<file path="src/hdl/dbta_pkg.sv">
// Overview of operation
// - Busy output goes active the cycle after a qualified grant is recognised.
// - Qualified retry together with grant on overlapped tenure keeps busy inactive.
// - Retry of a new address still lets earlier queued tenures take the bus.
// - Snoop response window may start two cycles after transfer start.
// - Beat acked the cycle before the window is discarded on retry; tenure aborted.
// - Beat acked in the window's first cycle is discarded on retry; tenure aborted.
// - Retry before grant cancels the pending tenure; system must not grant it.
// - Retry during a transfer ends it after the first retry cycle, cutting bursts.
// - Retry in the grant cycle disqualifies it; the next qualified grant is served.
// - In streaming mode busy is output only and never sampled.
// - Outside streaming, own busy observed; one idle cycle before the next grant.
// - Up to three data tenures are queued and served on qualified grants.
// - Without a reorder request tenures run in address order.
// - Write-first with a qualified grant runs the oldest pending write first.
// - A qualified grant is always taken; write-first without writes runs a read.
// - Busy is released on final termination in every mode, streaming included.
package dbta_pkg;

  localparam int TT_W = 5;
  // transfer type bit that is clear for address-only operations
  localparam int TT_DATA_BIT = 3;
  // transfer type bit that is set for reads
  localparam int TT_READ_BIT = 1;

  localparam int QUEUE_DEPTH = 3;
  localparam int QIDX_W = 2;
  localparam int BEAT_W = 3;
  localparam logic [BEAT_W-1:0] BEATS_SINGLE = 3'h1;
  localparam logic [BEAT_W-1:0] BEATS_BURST = 3'h4;

  localparam int SNOOP_W = 4;
  localparam logic [SNOOP_W-1:0] SNOOP_FIRST = 4'h2;
  localparam logic [SNOOP_W-1:0] SNOOP_MAX = 4'hF;
  localparam logic [SNOOP_W-1:0] ONE_CYCLE = 4'h1;

  typedef struct packed {
    logic wr;
    logic burst;
  } dbta_ten_s;

  typedef struct packed {
    logic start;
    logic [TT_W-1:0] ttype;
    logic burst;
    logic ack;
    logic retry;
  } dbta_addr_s;

  function automatic logic dbta_needs_data(input logic [TT_W-1:0] tt);
    return tt[TT_DATA_BIT];
  endfunction

  function automatic logic dbta_is_write(input logic [TT_W-1:0] tt);
    return ~tt[TT_READ_BIT];
  endfunction

endpackage

</file>
<file path="src/hdl/dbta_queue.sv">
`timescale 1ns/1ps
`default_nettype none
module dbta_queue import dbta_pkg::*; #(
  parameter int DEPTH = QUEUE_DEPTH
) (
  // clock and reset
  input wire logic ref_clk_i,
  input wire logic sys_rst_i,
  // fill side
  input wire logic push_i,
  input wire dbta_ten_s push_ent_i,
  input wire logic drop_i,
  // drain side
  input wire logic pop_i,
  input wire logic write_first_i,
  output logic [QIDX_W-1:0] sel_idx_o,
  output dbta_ten_s sel_ent_o,
  output logic [QIDX_W:0] count_o
);
  typedef struct packed {
    dbta_ten_s [DEPTH-1:0] ent;
    logic [QIDX_W:0] cnt;
  } dbta_q_s;

  dbta_q_s s;
  dbta_q_s next_s;
  logic [QIDX_W-1:0] sel;

  always_comb begin
    sel = '0;
    if (write_first_i) begin
      for (int i = DEPTH - 1; i >= 0; i--) begin
        if (QIDX_W'(i) < s.cnt[QIDX_W-1:0] || s.cnt == (QIDX_W + 1)'(DEPTH)) begin
          if (s.ent[i].wr) begin
            sel = QIDX_W'(i);
          end
        end
      end
    end
    // no write queued leaves sel at the oldest entry
  end

  assign sel_idx_o = sel;
  assign sel_ent_o = s.ent[sel];
  assign count_o = s.cnt;

  always_comb begin
    next_s = s;
    if (pop_i && s.cnt != '0) begin
      for (int i = 0; i < DEPTH - 1; i++) begin
        if (QIDX_W'(i) >= sel) begin
          next_s.ent[i] = s.ent[i + 1];
        end
      end
      next_s.cnt = s.cnt - 1'b1;
    end else if (drop_i && s.cnt != '0) begin
      next_s.cnt = s.cnt - 1'b1;
    end
    if (push_i && next_s.cnt != (QIDX_W + 1)'(DEPTH)) begin
      next_s.ent[next_s.cnt[QIDX_W-1:0]] = push_ent_i;
      next_s.cnt = next_s.cnt + 1'b1;
    end
  end

  always_ff @(posedge ref_clk_i or posedge sys_rst_i) begin
    if (sys_rst_i) begin
      s <= '0;
    end else begin
      s <= next_s;
    end
  end
endmodule
`default_nettype wire

</file>
<file path="src/hdl/dbta_snoop.sv">
`timescale 1ns/1ps
`default_nettype none
module dbta_snoop import dbta_pkg::*; (
  // clock and reset
  input wire logic ref_clk_i,
  input wire logic sys_rst_i,
  // address tenure
  input wire logic start_i,
  input wire logic ack_i,
  // retry window
  output logic open_o,
  output logic [SNOOP_W-1:0] cnt_o
);
  typedef struct packed {
    logic open;
    logic acked;
    logic [SNOOP_W-1:0] cnt;
  } dbta_sn_s;

  dbta_sn_s s;
  dbta_sn_s next_s;

  assign open_o = s.open;
  assign cnt_o = s.cnt;

  always_comb begin
    next_s = s;
    if (s.cnt != SNOOP_MAX) begin
      next_s.cnt = s.cnt + ONE_CYCLE;
    end
    // the address stays retryable through the cycle after acknowledge
    if (s.acked) begin
      next_s.open = 1'b0;
      next_s.acked = 1'b0;
    end else if (s.open && ack_i) begin
      next_s.acked = 1'b1;
    end
    if (start_i) begin
      next_s.open = 1'b1;
      next_s.acked = 1'b0;
      next_s.cnt = ONE_CYCLE;
    end
  end

  always_ff @(posedge ref_clk_i or posedge sys_rst_i) begin
    if (sys_rst_i) begin
      s <= '0;
    end else begin
      s <= next_s;
    end
  end
endmodule
`default_nettype wire

</file>
<file path="src/hdl/dbta_arbiter.sv">
`timescale 1ns/1ps
`default_nettype none
module dbta_arbiter import dbta_pkg::*; (
  // clock and reset
  input wire logic ref_clk_i,
  input wire logic sys_rst_i,
  // address tenure observed
  input wire dbta_addr_s addr_i,
  // data arbitration
  input wire logic bus_grant_in_i,
  input wire logic write_first_hint_i,
  input wire logic tenure_busy_i,
  output logic tenure_busy_o,
  output logic tenure_busy_oe_o,
  // data termination
  input wire logic transfer_acknowledge_i,
  // modes
  input wire logic streaming_mode_i,
  input wire logic fast_cache_mode_i,
  // status toward the core
  output logic grant_taken_o,
  output logic tenure_active_o,
  output logic tenure_write_o,
  output logic beat_o,
  output logic beat_discard_o,
  output logic tenure_done_o,
  output logic tenure_abort_o,
  output logic ack_too_early_o,
  output logic [QIDX_W:0] queue_count_o
);
  typedef struct packed {
    logic busy;
    logic active;
    logic cur_wr;
    logic [BEAT_W-1:0] beats_left;
    logic cur_open;
    logic open_queued;
    logic beat_pend;
    logic holdoff;
    logic grant_taken;
    logic beat;
    logic discard;
    logic done;
    logic abort;
    logic too_early;
    logic [QIDX_W:0] qcount;
  } dbta_st_s;

  dbta_st_s s;
  dbta_st_s next_s;

  logic snoop_open;
  logic [SNOOP_W-1:0] snoop_cnt;
  logic [QIDX_W-1:0] sel_idx;
  dbta_ten_s sel_ent;
  logic [QIDX_W:0] q_count;
  logic push;
  dbta_ten_s push_ent;
  logic pop;
  logic drop;
  logic retry_q;
  logic busy_seen;
  logic grant_q;
  logic [SNOOP_W-1:0] earliest;

  // earliest legal acknowledge relative to the transfer start
  function automatic logic [SNOOP_W-1:0] ack_earliest(input logic fast, input logic strm);
    if (fast || strm) begin
      return SNOOP_FIRST;
    end
    return SNOOP_FIRST - ONE_CYCLE;
  endfunction

  dbta_snoop u_snoop (
    .ref_clk_i(ref_clk_i),
    .sys_rst_i(sys_rst_i),
    .start_i(push),
    .ack_i(addr_i.ack),
    .open_o(snoop_open),
    .cnt_o(snoop_cnt)
  );

  dbta_queue #(.DEPTH(QUEUE_DEPTH)) u_queue (
    .ref_clk_i(ref_clk_i),
    .sys_rst_i(sys_rst_i),
    .push_i(push),
    .push_ent_i(push_ent),
    .drop_i(drop),
    .pop_i(pop),
    .write_first_i(write_first_hint_i),
    .sel_idx_o(sel_idx),
    .sel_ent_o(sel_ent),
    .count_o(q_count)
  );

  // address-only transfers never reach the queue
  assign push = addr_i.start && dbta_needs_data(addr_i.ttype);
  assign push_ent = '{wr: dbta_is_write(addr_i.ttype), burst: addr_i.burst};

  // retry is meaningful from the second cycle after start
  assign retry_q = addr_i.retry && snoop_open && snoop_cnt >= SNOOP_FIRST;

  // streaming mode never looks at the shared busy line
  assign busy_seen = !streaming_mode_i && (tenure_busy_i || s.busy);

  assign grant_q = bus_grant_in_i && !busy_seen && !retry_q && q_count != '0
                   && !s.active && !s.holdoff;

  assign pop = grant_q;
  // only the newest, still retryable, ungranted entry is cancelled
  assign drop = retry_q && s.open_queued && !(s.active && s.cur_open);
  assign earliest = ack_earliest(fast_cache_mode_i, streaming_mode_i);

  always_comb begin
    next_s = s;
    next_s.grant_taken = 1'b0;
    next_s.beat = 1'b0;
    next_s.discard = 1'b0;
    next_s.done = 1'b0;
    next_s.abort = 1'b0;
    next_s.too_early = 1'b0;
    next_s.holdoff = 1'b0;
    if (!snoop_open) begin
      // window passed without retry: buffered beat is final
      next_s.cur_open = 1'b0;
      next_s.open_queued = 1'b0;
      next_s.beat_pend = 1'b0;
    end
    if (drop) begin
      next_s.open_queued = 1'b0;
    end
    if (push) begin
      next_s.open_queued = 1'b1;
    end
    if (grant_q) begin
      next_s.busy = 1'b1;
      next_s.active = 1'b1;
      next_s.grant_taken = 1'b1;
      next_s.cur_wr = sel_ent.wr;
      next_s.beats_left = sel_ent.burst ? BEATS_BURST : BEATS_SINGLE;
      next_s.beat_pend = 1'b0;
      // granted entry is the newest one still inside its snoop window
      if (s.open_queued && snoop_open && !push
          && {1'b0, sel_idx} == q_count - 1'b1) begin
        next_s.cur_open = 1'b1;
        next_s.open_queued = 1'b0;
      end else begin
        next_s.cur_open = 1'b0;
      end
    end else if (s.active && s.cur_open && retry_q) begin
      // abort at once; any provisional or coincident beat is dropped
      next_s.active = 1'b0;
      next_s.busy = 1'b0;
      next_s.abort = 1'b1;
      next_s.discard = s.beat_pend || transfer_acknowledge_i;
      next_s.beat_pend = 1'b0;
      next_s.cur_open = 1'b0;
      next_s.holdoff = !streaming_mode_i;
    end else if (s.active && transfer_acknowledge_i) begin
      next_s.beat = 1'b1;
      if (s.cur_open) begin
        next_s.beat_pend = 1'b1;
        next_s.too_early = snoop_cnt < earliest;
      end
      next_s.beats_left = s.beats_left - 1'b1;
      if (s.beats_left == BEATS_SINGLE) begin
        next_s.active = 1'b0;
        next_s.busy = 1'b0;
        next_s.done = 1'b1;
        next_s.holdoff = !streaming_mode_i;
      end
    end
    next_s.qcount = q_count;
    if (push || pop || drop) begin
      next_s.qcount = next_s.qcount;
    end
  end

  always_ff @(posedge ref_clk_i or posedge sys_rst_i) begin
    if (sys_rst_i) begin
      s <= '0;
    end else begin
      s <= next_s;
    end
  end

  assign tenure_busy_o = s.busy;
  assign tenure_busy_oe_o = s.busy;
  assign grant_taken_o = s.grant_taken;
  assign tenure_active_o = s.active;
  assign tenure_write_o = s.cur_wr;
  assign beat_o = s.beat;
  assign beat_discard_o = s.discard;
  assign tenure_done_o = s.done;
  assign tenure_abort_o = s.abort;
  assign ack_too_early_o = s.too_early;
  assign queue_count_o = s.qcount;
endmodule
`default_nettype wire

</file>
<file path="config.mk">
export PLATFORM = sky130hd
export DESIGN_NAME = dbta_arbiter
export DESIGN_NICKNAME = d
export VERILOG_FILES = /design/src/hdl/dbta_pkg.sv /design/src/hdl/dbta_queue.sv /design/src/hdl/dbta_snoop.sv /design/src/hdl/dbta_arbiter.sv
export SDC_FILE = /design/constraint.sdc
export NUM_CORES = 1
export LEC_CHECK = 0
export ABC_CLOCK_PERIOD_IN_PS = 3200
export BUFFER_PORTS_ARGS = -buffer_cell sky130_fd_sc_hd__clkbuf_2
export CAP_MARGIN = 40
export CORE_UTILIZATION = 45
export DETAILED_ROUTE_END_ITERATION = 6
export PLACE_DENSITY = 0.68
export SLEW_MARGIN = 0
export SYNTH_ARGS = -nofsm -noshare
export SYNTH_HDL_FRONTEND = slang
export SYNTH_SLANG_ARGS = --single-unit
</file>
<file path="constraint.sdc">
create_clock -name ref_clk_i -period 3.2 [get_ports ref_clk_i]
set_input_delay 0 -clock ref_clk_i [delete_from_list [all_inputs] [get_ports ref_clk_i]]
set_output_delay 0 -clock ref_clk_i [all_outputs]
set_load 0.01 [all_outputs]
</file>
Word level (Yosys, flattened, before mapping)
Index checks and enable logic that the tools add are counted.
{ "totals": {"reg_bits": 34, "input_bits": 17} }
{ "op_classes": {"add_sub_neg": 4, "n_lt_le_gt_ge": 10, "eq_ne": 7, "mux": 59, "n_bitwise": 1, "n_reduce_logical": 43} }
{ "op_table": {"columns": ["operator", "n"], "rows": [
  ["$mux 2", 17],
  ["$mux 1", 25],
  ["$logic_and 1x1->1", 22],
  ["$mux 4", 5],
  ["$mux 3", 6],
  ["$reduce_bool 3->1", 3],
  ["$logic_not 1->1", 7],
  ["$mux 7", 1],
  ["$bwmux 6", 1],
  ["$logic_or 1x1->1", 6],
  ["$lt 2x3->1 const B", 2],
  ["$mux 6", 1],
  ["$ne 3x2->1 const B", 2],
  ["$reduce_bool 2->1", 3],
  ["$sub 3x1->3 const B", 2],
  ["$mux 5", 1],
  ["$add 4x1->4 const B", 1],
  ["$bmux 2 s2", 1],
  ["$demux 2 s2", 1],
  ["$ge 1x2->1 const A", 2],
  ["$ge 4x2->1 const B", 1],
  ["$lt 1x2->1 const A", 2],
  ["$lt 4x4->1", 1],
  ["$ne 4x4->1 const B", 1],
  ["9 further kinds", 10]
]} }

Logic depth before layout (Yosys ltp)
Gate-level depths: netlist of the first run.
{ "depth": {"depth_word": 16, "mapped_depth": 16, "ltp_nobuf": 15} }

Cells and area by module
From an unflattened synthesis of the first run, not the netlist that was laid out.
{ "unflattened": {"hier_cells": 192, "hier_area_um2": 2004.4} }
{ "by_module_without_submodules": {"columns": ["mod", "instances", "cells_per_inst", "area_each_um2"], "rows": [
  ["dbta_arbiter", 1, 84, 937.1],
  ["dbta_queue", 1, 80, 754.5],
  ["dbta_snoop", 1, 28, 312.8]
]} }

Worst setup path before layout of the first run
OpenSTA, ideal clock, no wires.
{ "synth_path": {"kind": "register to register", "start": "register u_queue.s (netlist bit u_queue.count_o[0])", "end": "register u_queue.s[7] (netlist name)", "setup_time_ns": 0.128, "arrival_ns": 2.965, "t_required_ns": 3.072, "slack_ns": 0.107, "path_stages_with_launch": 14, "path_buffers": 1, "path_cell_list": "dfrtp_1 -> buf_2 -> inv_1 -> ha_1 -> nand2b_1 -> a21boi_1 -> nand4_4 -> inv_4 -> nor2_8 -> a31o_2 -> ha_1 -> or4_1 -> mux2i_2 -> mux2_1"} }
{ "synth_between": {"elab_chain_len": 11, "elab_cells_between_ends": 17, "classes_between": "1 x add/sub; 2 x order compare; 1 x eq/ne; 5 x mux; 8 x reduce/logical"} }
{ "synth_rtl": {"columns": ["element", "line_no", "text"], "rows": [
  ["start: declaration", "dbta_queue.sv:25", "dbta_q_s s;"],
  ["start signal: assignment", "dbta_queue.sv:69", "s <= next_s;"],
  ["$reduce_bool 3->1 *", "dbta_arbiter.sv:106", "assign grant_q = bus_grant_in_i && !busy_seen && !retry_q && q_count != '0"],
  ["$logic_and 1x1->1 *", "dbta_arbiter.sv:106", null],
  ["$logic_and 1x1->1 * (2 in a row)", "dbta_arbiter.sv:107", "&& !s.active && !s.holdoff;"],
  ["net grant_q", "dbta_arbiter.sv:63", "logic grant_q;"],
  ["$logic_and 1x1->1 *", "dbta_queue.sv:49", "if (pop_i && s.cnt != '0) begin"],
  ["$mux 3 *", "dbta_queue.sv:49", null],
  ["$lt 2x3->1 (not written as such) / $ge 2x1->1 (equally long branches)", "dbta_queue.sv:60", "next_s.ent[next_s.cnt[QIDX_W-1:0]] = push_ent_i;"],
  ["$logic_and 1x1->1 (not written as such)", "dbta_queue.sv:60", null],
  ["$mux 2 (not written as such)", "dbta_queue.sv:60", null],
  ["$demux 2 s2", null, null],
  ["$bwmux 6", "dbta_queue.sv:60", null]
]} }
Mark *: on every way through the listed nets, which the timed path passes. The rest lies on a longest branch.
A chain may end at the register's enable or synchronous reset.

Worst setup path after layout of the first run
{ "layout_path": {"start": "register u_snoop.s (netlist bit u_snoop.cnt_o[0])", "end": "register u_queue.s[7] (netlist name)"} }
{ "layout_between": {"elab_chain_len": 14, "elab_cells_between_ends": 21, "classes_between": "3 x order compare; 1 x eq/ne; 5 x mux; 12 x reduce/logical"} }
{ "layout_rtl": {"columns": ["element", "line_no", "text"], "rows": [
  ["start: declaration", "dbta_snoop.sv:20", "dbta_sn_s s;"],
  ["start signal: assignment", "dbta_snoop.sv:49", "s <= next_s;"],
  ["$ge 4x2->1 *", "dbta_arbiter.sv:101", "assign retry_q = addr_i.retry && snoop_open && snoop_cnt >= SNOOP_FIRST;"],
  ["$logic_and 1x1->1 *", "dbta_arbiter.sv:101", null],
  ["$logic_not 1->1", "dbta_arbiter.sv:106", null],
  ["$logic_and 1x1->1 (2 in a row)", "dbta_arbiter.sv:106", null],
  ["$logic_and 1x1->1 (2 in a row)", "dbta_arbiter.sv:107", null],
  ["$logic_and 1x1->1", "dbta_queue.sv:49", null],
  ["$mux 3 *", "dbta_queue.sv:49", null],
  ["$lt 2x3->1 (not written as such) / $ge 2x1->1 (equally long branches)", "dbta_queue.sv:60", null],
  ["$logic_and 1x1->1 (not written as such)", "dbta_queue.sv:60", null],
  ["$mux 2 (not written as such)", "dbta_queue.sv:60", null],
  ["$demux 2 s2", null, null],
  ["$bwmux 6", "dbta_queue.sv:60", null]
]} }
Mark *: on every way between the ends. The rest lies on a longest branch, timed or not.

==> results of run 1 <==
-- state kept, by name, summed over array words and instances (netlist names) --
signal           flops
tenure_done_o        1
u_snoop.open_o       1
queue_count_o        3
ack_too_early_o      1
s                    7
tenure_abort_o       1
u_queue.count_o      3
u_snoop.cnt_o        4
beat_discard_o       1
u_snoop.s            1
u_queue.s            6
tenure_write_o       1
tenure_busy_o        1
beat_o               1
grant_taken_o        1
-- how the worst min path moves through the flow --
stage	start	to	slack, ns	cells after the start
5_1_grt	bus_grant_in_i	grant_taken_o$_DFF_PP0_	0.01	3
2_1_floorplan	streaming_mode_i	s[9]$_DFF_PP0_	0.07	1
3_5_place_dp	sys_rst_i	grant_taken_o$_DFF_PP0_	0.09	3
6_report	addr_i[0]	tenure_abort_o$_DFF_PP0_	0.002	3
3_3_place_gp	sys_rst_i	grant_taken_o$_DFF_PP0_	0.08	3
4_1_cts	addr_i[0]	tenure_abort_o$_DFF_PP0_	0.0001	3
-- layer usage --
layer | wire [microns] | vias to the layer above | track usage [%]
li1 | - | 675 | -
met1 | 1635 | 655 | 24.28
met2 | 1714 | 27 | 31.76
met3 | 120 | 6 | 5.690
met4 | 61 | 0 | 7.337
met5 | 0 | - | 0
-- tightest hold or removal path, stage by stage --
cell      delay [ns]
clkbuf_2        0.09
nand2_2         0.07
nor3_2          0.08
-- cell type report --
| class | count | area share (%) |
|---|---|---|
| repair buffers | 42 | 12.05 |
| flip-flops and latches | 33 | 37.50 |
| well taps | 48 | 2.727 |
| inverters | 12 | 2.159 |
| clock buffers | 7 | 3.920 |
| multi-input cells | 118 | 41.65 |
-- cell families (layout without fill, tap and decap cells) --
family	Yosys count	in the layout	share of synthesized area, %
simple gates	57	57	18.24
flops	33	33	44.93
compound gates	28	28	11.51
buf+inv	19	61	5.514
mux	13	13	8.237
fa+ha+maj	10	10	6.807
xor+xnor	10	10	4.765
-- timing repair --
action / 4_1_cts / 5_1_grt
hold buffers: 6 / 0
setup buffers: 0 / 0
endpoints found under the setup margin: 0 / 2
gates resized for setup: 0 / 2
hold endpoints to repair: 42 / 0
-- where the power goes --
group | total (mW) | internal, mW | switching, mW
Clock | 0.308 | 0.170 | 0.138
Sequential | 0.699 | 0.568 | 0.131
Combinational | 0.927 | 0.444 | 0.482
-- placed cells by master, fill, tap and decap left out, drive strengths merged --
cell         count
nor2b            2
a21o             1
a221oi           2
a222oi           1
buf             10
nand4            2
a31o             2
and2             2
or2              1
o22ai            2
nand4b           1
a211oi           2
o21a             4
dfrtp           33
mux2i            8
nand2b           2
o32ai            1
or4              1
and3b            1
ha              10
mux2             5
nor4             2
clkbuf          33
xor2             2
inv             12
o31ai            1
a31oi            2
and4b            1
dlygate4sd3      6
nor2            14
and3             1
o21ai            7
a21boi           1
nand2           15
xnor2            8
nor3             7
nand3            5
a32oi            2
==> impl_metrics.json, run 1 <==
{
  "status": "finished, final reports clean",
  "critPathBufInv": 1,
  "crit_required_ns": 3.37,
  "postSynth.topFlopCell": "dfrtp_1",
  "grt_max_degree": 34,
  "end_kind": "register",
  "h-tree-depth": 2,
  "fillers": 314,
  "crit_family": "simple AND/OR/NAND/NOR gates",
  "clock-skew-final_ns": 0.004814,
  "total_power_mw": 1.934,
  "start_util_pct": 48.39,
  "place_ws_ns": 0.1336,
  "ys_seq_area_share_pct": 44.93,
  "crit_cells": 11,
  "grt_pass1_wl_microns": 6299,
  "layout-drive-gt1-share_pct": 27.83,
  "crit_slowest_cell": "or4_1",
  "detail_route.wl_per_cell_microns": 13.58,
  "clock_sinks": 33,
  "multi_input_area_sq_um": 917.1,
  "grt_pass1_vias": 1399,
  "synth-seq-cells": 33,
  "hold_viol_final": 0,
  "root_buffer": "clkbuf_8",
  "crit_path_start_kind": "register",
  "final_util_pct": 57.97,
  "synth_warnings": 0,
  "die_x_microns": 65.91,
  "tritoncts": "built",
  "dp_hpwl_microns": 2679,
  "finalInstanceArea_sq_um": 2202,
  "synth_area_leader_cell": "dfrtp_1",
  "register_area_sq_um": 825.8,
  "period_needed_ns": 3.033,
  "core_region_area_sq_um": 3799,
  "synthTopCellsByArea": "dfrtp_1, ha_1, xnor2_1",
  "ys_types": 48,
  "synth_edf_count": 0,
  "vdd_drop_max_v": 0.0004242,
  "synth_common_cells": "dfrtp_1, nand2_1, nor2_1",
  "crit_arrival_ns": 3.20,
  "worstReg2RegEnd": "u_queue.s[7]$_DFFE_PP0P_",
  "num_vias": 1363,
  "crit_chain": "inv_1 > ha_1 > nor4_4 > or2_4 > a211oi_4 > o21ai_0 > xor2_1 > ha_1 > or4_1 > mux2i_2 > mux2_1",
  "cp_max_fo": 3,
  "die_y_microns": 65.91,
  "worst_slack_ns": 0.1670,
  "dp_cells": 247,
  "maxSlewViolCount": 0,
  "routed_via_density": 5.242,
  "tightest_slew_ns": 0.4587,
  "crit_start": "u_snoop.cnt_o[0]$_DFFE_PP0P_",
  "clock_latency_ns": 0.28,
  "whs_ns": 0.002406,
  "synth_nets": 197,
  "synthArstFlopShare_pct": 100.0,
  "ant_nets": 0,
  "firstDrtPassIters": 4,
  "io_buffers": 26,
  "dpl_cell_area_sq_um": 2049,
  "stdcell_count": 260,
  "setup_tns_ns": 0,
  "fin_nets": 239,
  "timing.fmax_ghz": 0.3297,
  "drt_iter0_markers": 67,
  "rrSetupSlack_ns": 0.17,
  "slowest_delay_ns": 0.52,
  "cp-endpoint": "u_queue.s[7]$_DFFE_PP0P_",
  "setup_violations": 0,
  "crit_type": "reg2reg",
  "min_period_over_period_pct": 94.78,
  "die-area_sq_um": 4344,
  "powerDensity_nw_per_um2": 878.4,
  "rr_startpoint": "u_snoop.cnt_o[0]$_DFFE_PP0P_",
  "avgSynthCellArea_sq_um": 10.81,
  "cap_violations": 0,
  "drc": 0,
  "grt_use_total_pct": 19.52,
  "gr-total-overflow": 0,
  "crit_top_cell": "ha_1",
  "rr_worst_depth": 11,
  "area_delta_synth_final_pct": 19.81,
  "netlist_area_sq_um": 1838,
  "num_rows": 22,
  "drt-total-wl_microns": 3531,
  "clk_pin_slew_ns": 0.06,
  "numCtsBuffers": 5,
  "relSlewSlack_pct": 69.25,
  "antenna_found_initial": 0,
  "p_leak_nw": 1.047,
  "synth_top_area_share_pct": 44.93,
  "gp_congestion": 0.8290,
  "num_antenna_cells": 0,
  "syn_inst": 170,
  "hold_path.class": "in2reg",
  "rsz0062_at_grt": "no",
  "yosysMostFrequentCell": "dfrtp_1",
  "io_pins": 30,
  "clock_path_buffers": 2
}
No activity file was read; power rests on OpenSTA's default activity.
==> inputs of run 2 (changes only) <==
--- a/config.mk
+++ b/config.mk
@@ -8,6 +8,7 @@
 export ABC_CLOCK_PERIOD_IN_PS = 3200
 export BUFFER_PORTS_ARGS = -buffer_cell sky130_fd_sc_hd__clkbuf_2
 export CAP_MARGIN = 40
+export CORE_ASPECT_RATIO = 2
 export CORE_UTILIZATION = 45
 export DETAILED_ROUTE_END_ITERATION = 6
 export PLACE_DENSITY = 0.68
==> impl_metrics.json, run 2 (synthesis gave the netlist of run 1 again) <==
{
  "clock_sinks": 33,
  "powerDensity_nw_per_um2": 899.1,
  "vdd_drop_max_v": 0.0005805,
  "final_cell_mix": "dfrtp_1, clkbuf_2, nand2_1",
  "min_path_cells": 2,
  "worstReg2RegEnd": "u_queue.s[7]$_DFFE_PP0P_",
  "hold_end": "u_snoop.s[4]$_DFF_PP0_",
  "dpl_cell_area_sq_um": 2081,
  "p_seq_share_pct": 33.6,
  "start_util_pct": 47.33,
  "antenna_found_initial": 0,
  "crit_slowest_cell": "or4_1",
  "firstDrtPassIters": 4,
  "crit_path_start_kind": "register",
  "slowest_delay_ns": 0.56,
  "rr_worst_depth": 11,
  "drc": 0,
  "grt_pass1_vias": 1422,
  "io_pins": 30,
  "p_sw_share_pct": 37.78,
  "p_leak_nw": 1.086,
  "finalInstanceArea_sq_um": 2297,
  "final_common_cell": "dfrtp_1",
  "clk_pin_slew_ns": 0.07,
  "crit_arrival_ns": 3.26,
  "fillers": 337,
  "h-tree-depth": 2,
  "die_y_microns": 92.38,
  "tritoncts": "built",
  "maxSlewViolCount": 0,
  "io_buffers": 26,
  "register_area_sq_um": 825.8,
  "timing.fmax_ghz": 0.3231,
  "numCtsBuffers": 5,
  "crit_family": "simple AND/OR/NAND/NOR gates",
  "end_kind": "register",
  "status": "finished, final reports clean",
  "crit_chain": "buf_4 > nor4_4 > or2_4 > nand4_4 > inv_6 > o21ai_0 > xor2_1 > ha_1 > or4_1 > mux2i_4 > mux2_1",
  "p_comb_share_pct": 46.8,
  "num_vias": 1405,
  "cp_max_fo": 7,
  "hold_viol_final": 0,
  "drt_iter0_markers": 17,
  "routed_via_density": 5.262,
  "min_period_over_period_pct": 96.71,
  "gp_congestion": 0.9197,
  "crit_type": "reg2reg",
  "detail_route.wl_per_cell_microns": 14.18,
  "tightest_slew_ns": 0.4796,
  "fin_nets": 242,
  "grt_use_total_pct": 19.12,
  "critPathBufInv": 2,
  "drt-total-wl_microns": 3787,
  "stdcell_count": 267,
  "clock-skew-final_ns": 0.004859,
  "rr_startpoint": "u_snoop.cnt_o[1]$_DFFE_PP0P_",
  "grt_max_degree": 22,
  "setup_tns_ns": 0,
  "top_register": "s",
  "area_delta_synth_final_pct": 24.98,
  "rrSetupSlack_ns": 0.11,
  "ant_nets": 0,
  "num_antenna_cells": 0,
  "largest_register_ffs": 7,
  "root_buffer": "clkbuf_8",
  "post_cts.repair.setup_buffers": 0,
  "relSlewSlack_pct": 67.85,
  "hold_path.class": "in2reg",
  "grt_pass1_wl_microns": 6016,
  "gr-total-overflow": 0,
  "cap_violations": 0,
  "whs_ns": 0.01425,
  "setup_violations": 0,
  "clock_path_buffers": 2,
  "dp_hpwl_microns": 2849,
  "core_region_area_sq_um": 3884,
  "period_needed_ns": 3.095,
  "hold_start": "addr_i[1]",
  "die_x_microns": 47.19,
  "internal-power_mw": 1.285,
  "num_rows": 32,
  "power.switching_mw": 0.7803,
  "dp_cells": 251,
  "final_util_pct": 59.15,
  "layout-drive-gt1-share_pct": 27.31,
  "multi_input_area_sq_um": 928.4,
  "p_clk_share_pct": 19.6,
  "crit_required_ns": 3.37,
  "die-area_sq_um": 4359,
  "clock_latency_ns": 0.28
}
[run 2: changes by cell type in the layout (fill, tap and decap cells not counted)]
| cell | delta |
|---|---|
| dlygate4sd3_1 | +2 |
| mux2i_2 | -2 |
| mux2i_4 | +2 |
| a21boi_1 | +1 |
| a21boi_2 | -1 |
| buf_16 | +1 |
| bufinv_16 | +1 |
| inv_4 | -1 |
| inv_6 | +1 |
| nor2_1 | +1 |
| nor2_2 | -1 |
[run 2: power groups by stage]
stage | logic (mW) | registers (mW) | clock network, mW
floorplan | 0.685 | 0.704 | 0
global placement | 0.898 | 0.694 | 0
detailed placement | 0.932 | 0.703 | 0
CTS | 0.957 | 0.696 | 0.411
global route | 1.07 | 0.718 | 0.430
finish | 0.967 | 0.695 | 0.404
[run 2: how the worst max path moves through the flow]
stage	from	end	depth (start not counted)
2_1_floorplan	u_queue.count_o[0]$_DFF_PP0_	u_queue.s[7]$_DFFE_PP0P_	13
3_3_place_gp	u_snoop.cnt_o[1]$_DFFE_PP0P_	u_queue.s[7]$_DFFE_PP0P_	11
3_5_place_dp	u_snoop.cnt_o[1]$_DFFE_PP0P_	u_queue.s[7]$_DFFE_PP0P_	11
4_1_cts	u_snoop.cnt_o[1]$_DFFE_PP0P_	u_queue.s[7]$_DFFE_PP0P_	11
5_1_grt	u_snoop.cnt_o[1]$_DFFE_PP0P_	u_queue.s[3]$_DFF_PP0_	13
6_report	u_snoop.cnt_o[1]$_DFFE_PP0P_	u_queue.s[7]$_DFFE_PP0P_	11
[run 2: layout make-up]
| cell class | instances | share of cell area [%] |
|---|---|---|
| well taps | 51 | 2.778 |
| clock buffers | 7 | 3.758 |
| flip-flops and latches | 33 | 35.95 |
| multi-input cells | 118 | 40.41 |
| clock inverters | 1 | 1.307 |
| inverters | 12 | 2.179 |
| repair buffers | 45 | 13.62 |
[run 2: routing by layer]
layer,routed length (microns),track usage [%]
met1,1457,19.62
met3,97,3.119
met2,2165,34.84
met5,0,0
met4,65,8.333
[run 2: worst reg2reg max path, stage by stage, from the launching register on]
cell and delay (ns):
dfrtp_1 0.41, buf_4 0.17, nor4_4 0.30, or2_4 0.21, nand4_4 0.12, inv_6 0.13
o21ai_0 0.11, xor2_1 0.18, ha_1 0.25, or4_1 0.56, mux2i_4 0.19, mux2_1 0.33
[run 2: per-stage QoR]
stage                     setup WS, ns  power (mW)
after CTS                      0.06736       2.063
after global routing          -0.01991       2.214
after global placement          0.1321       1.592
after floorplan                 0.1070       1.389
after detailed placement        0.1059       1.636
final                           0.1052       2.065
[run 2: timing repair]
action                                  CTS  global route
endpoints found under the hold margin    32             0
hold buffers                              8             0
endpoints found under the setup margin    0             3
gates resized for setup                   0             3
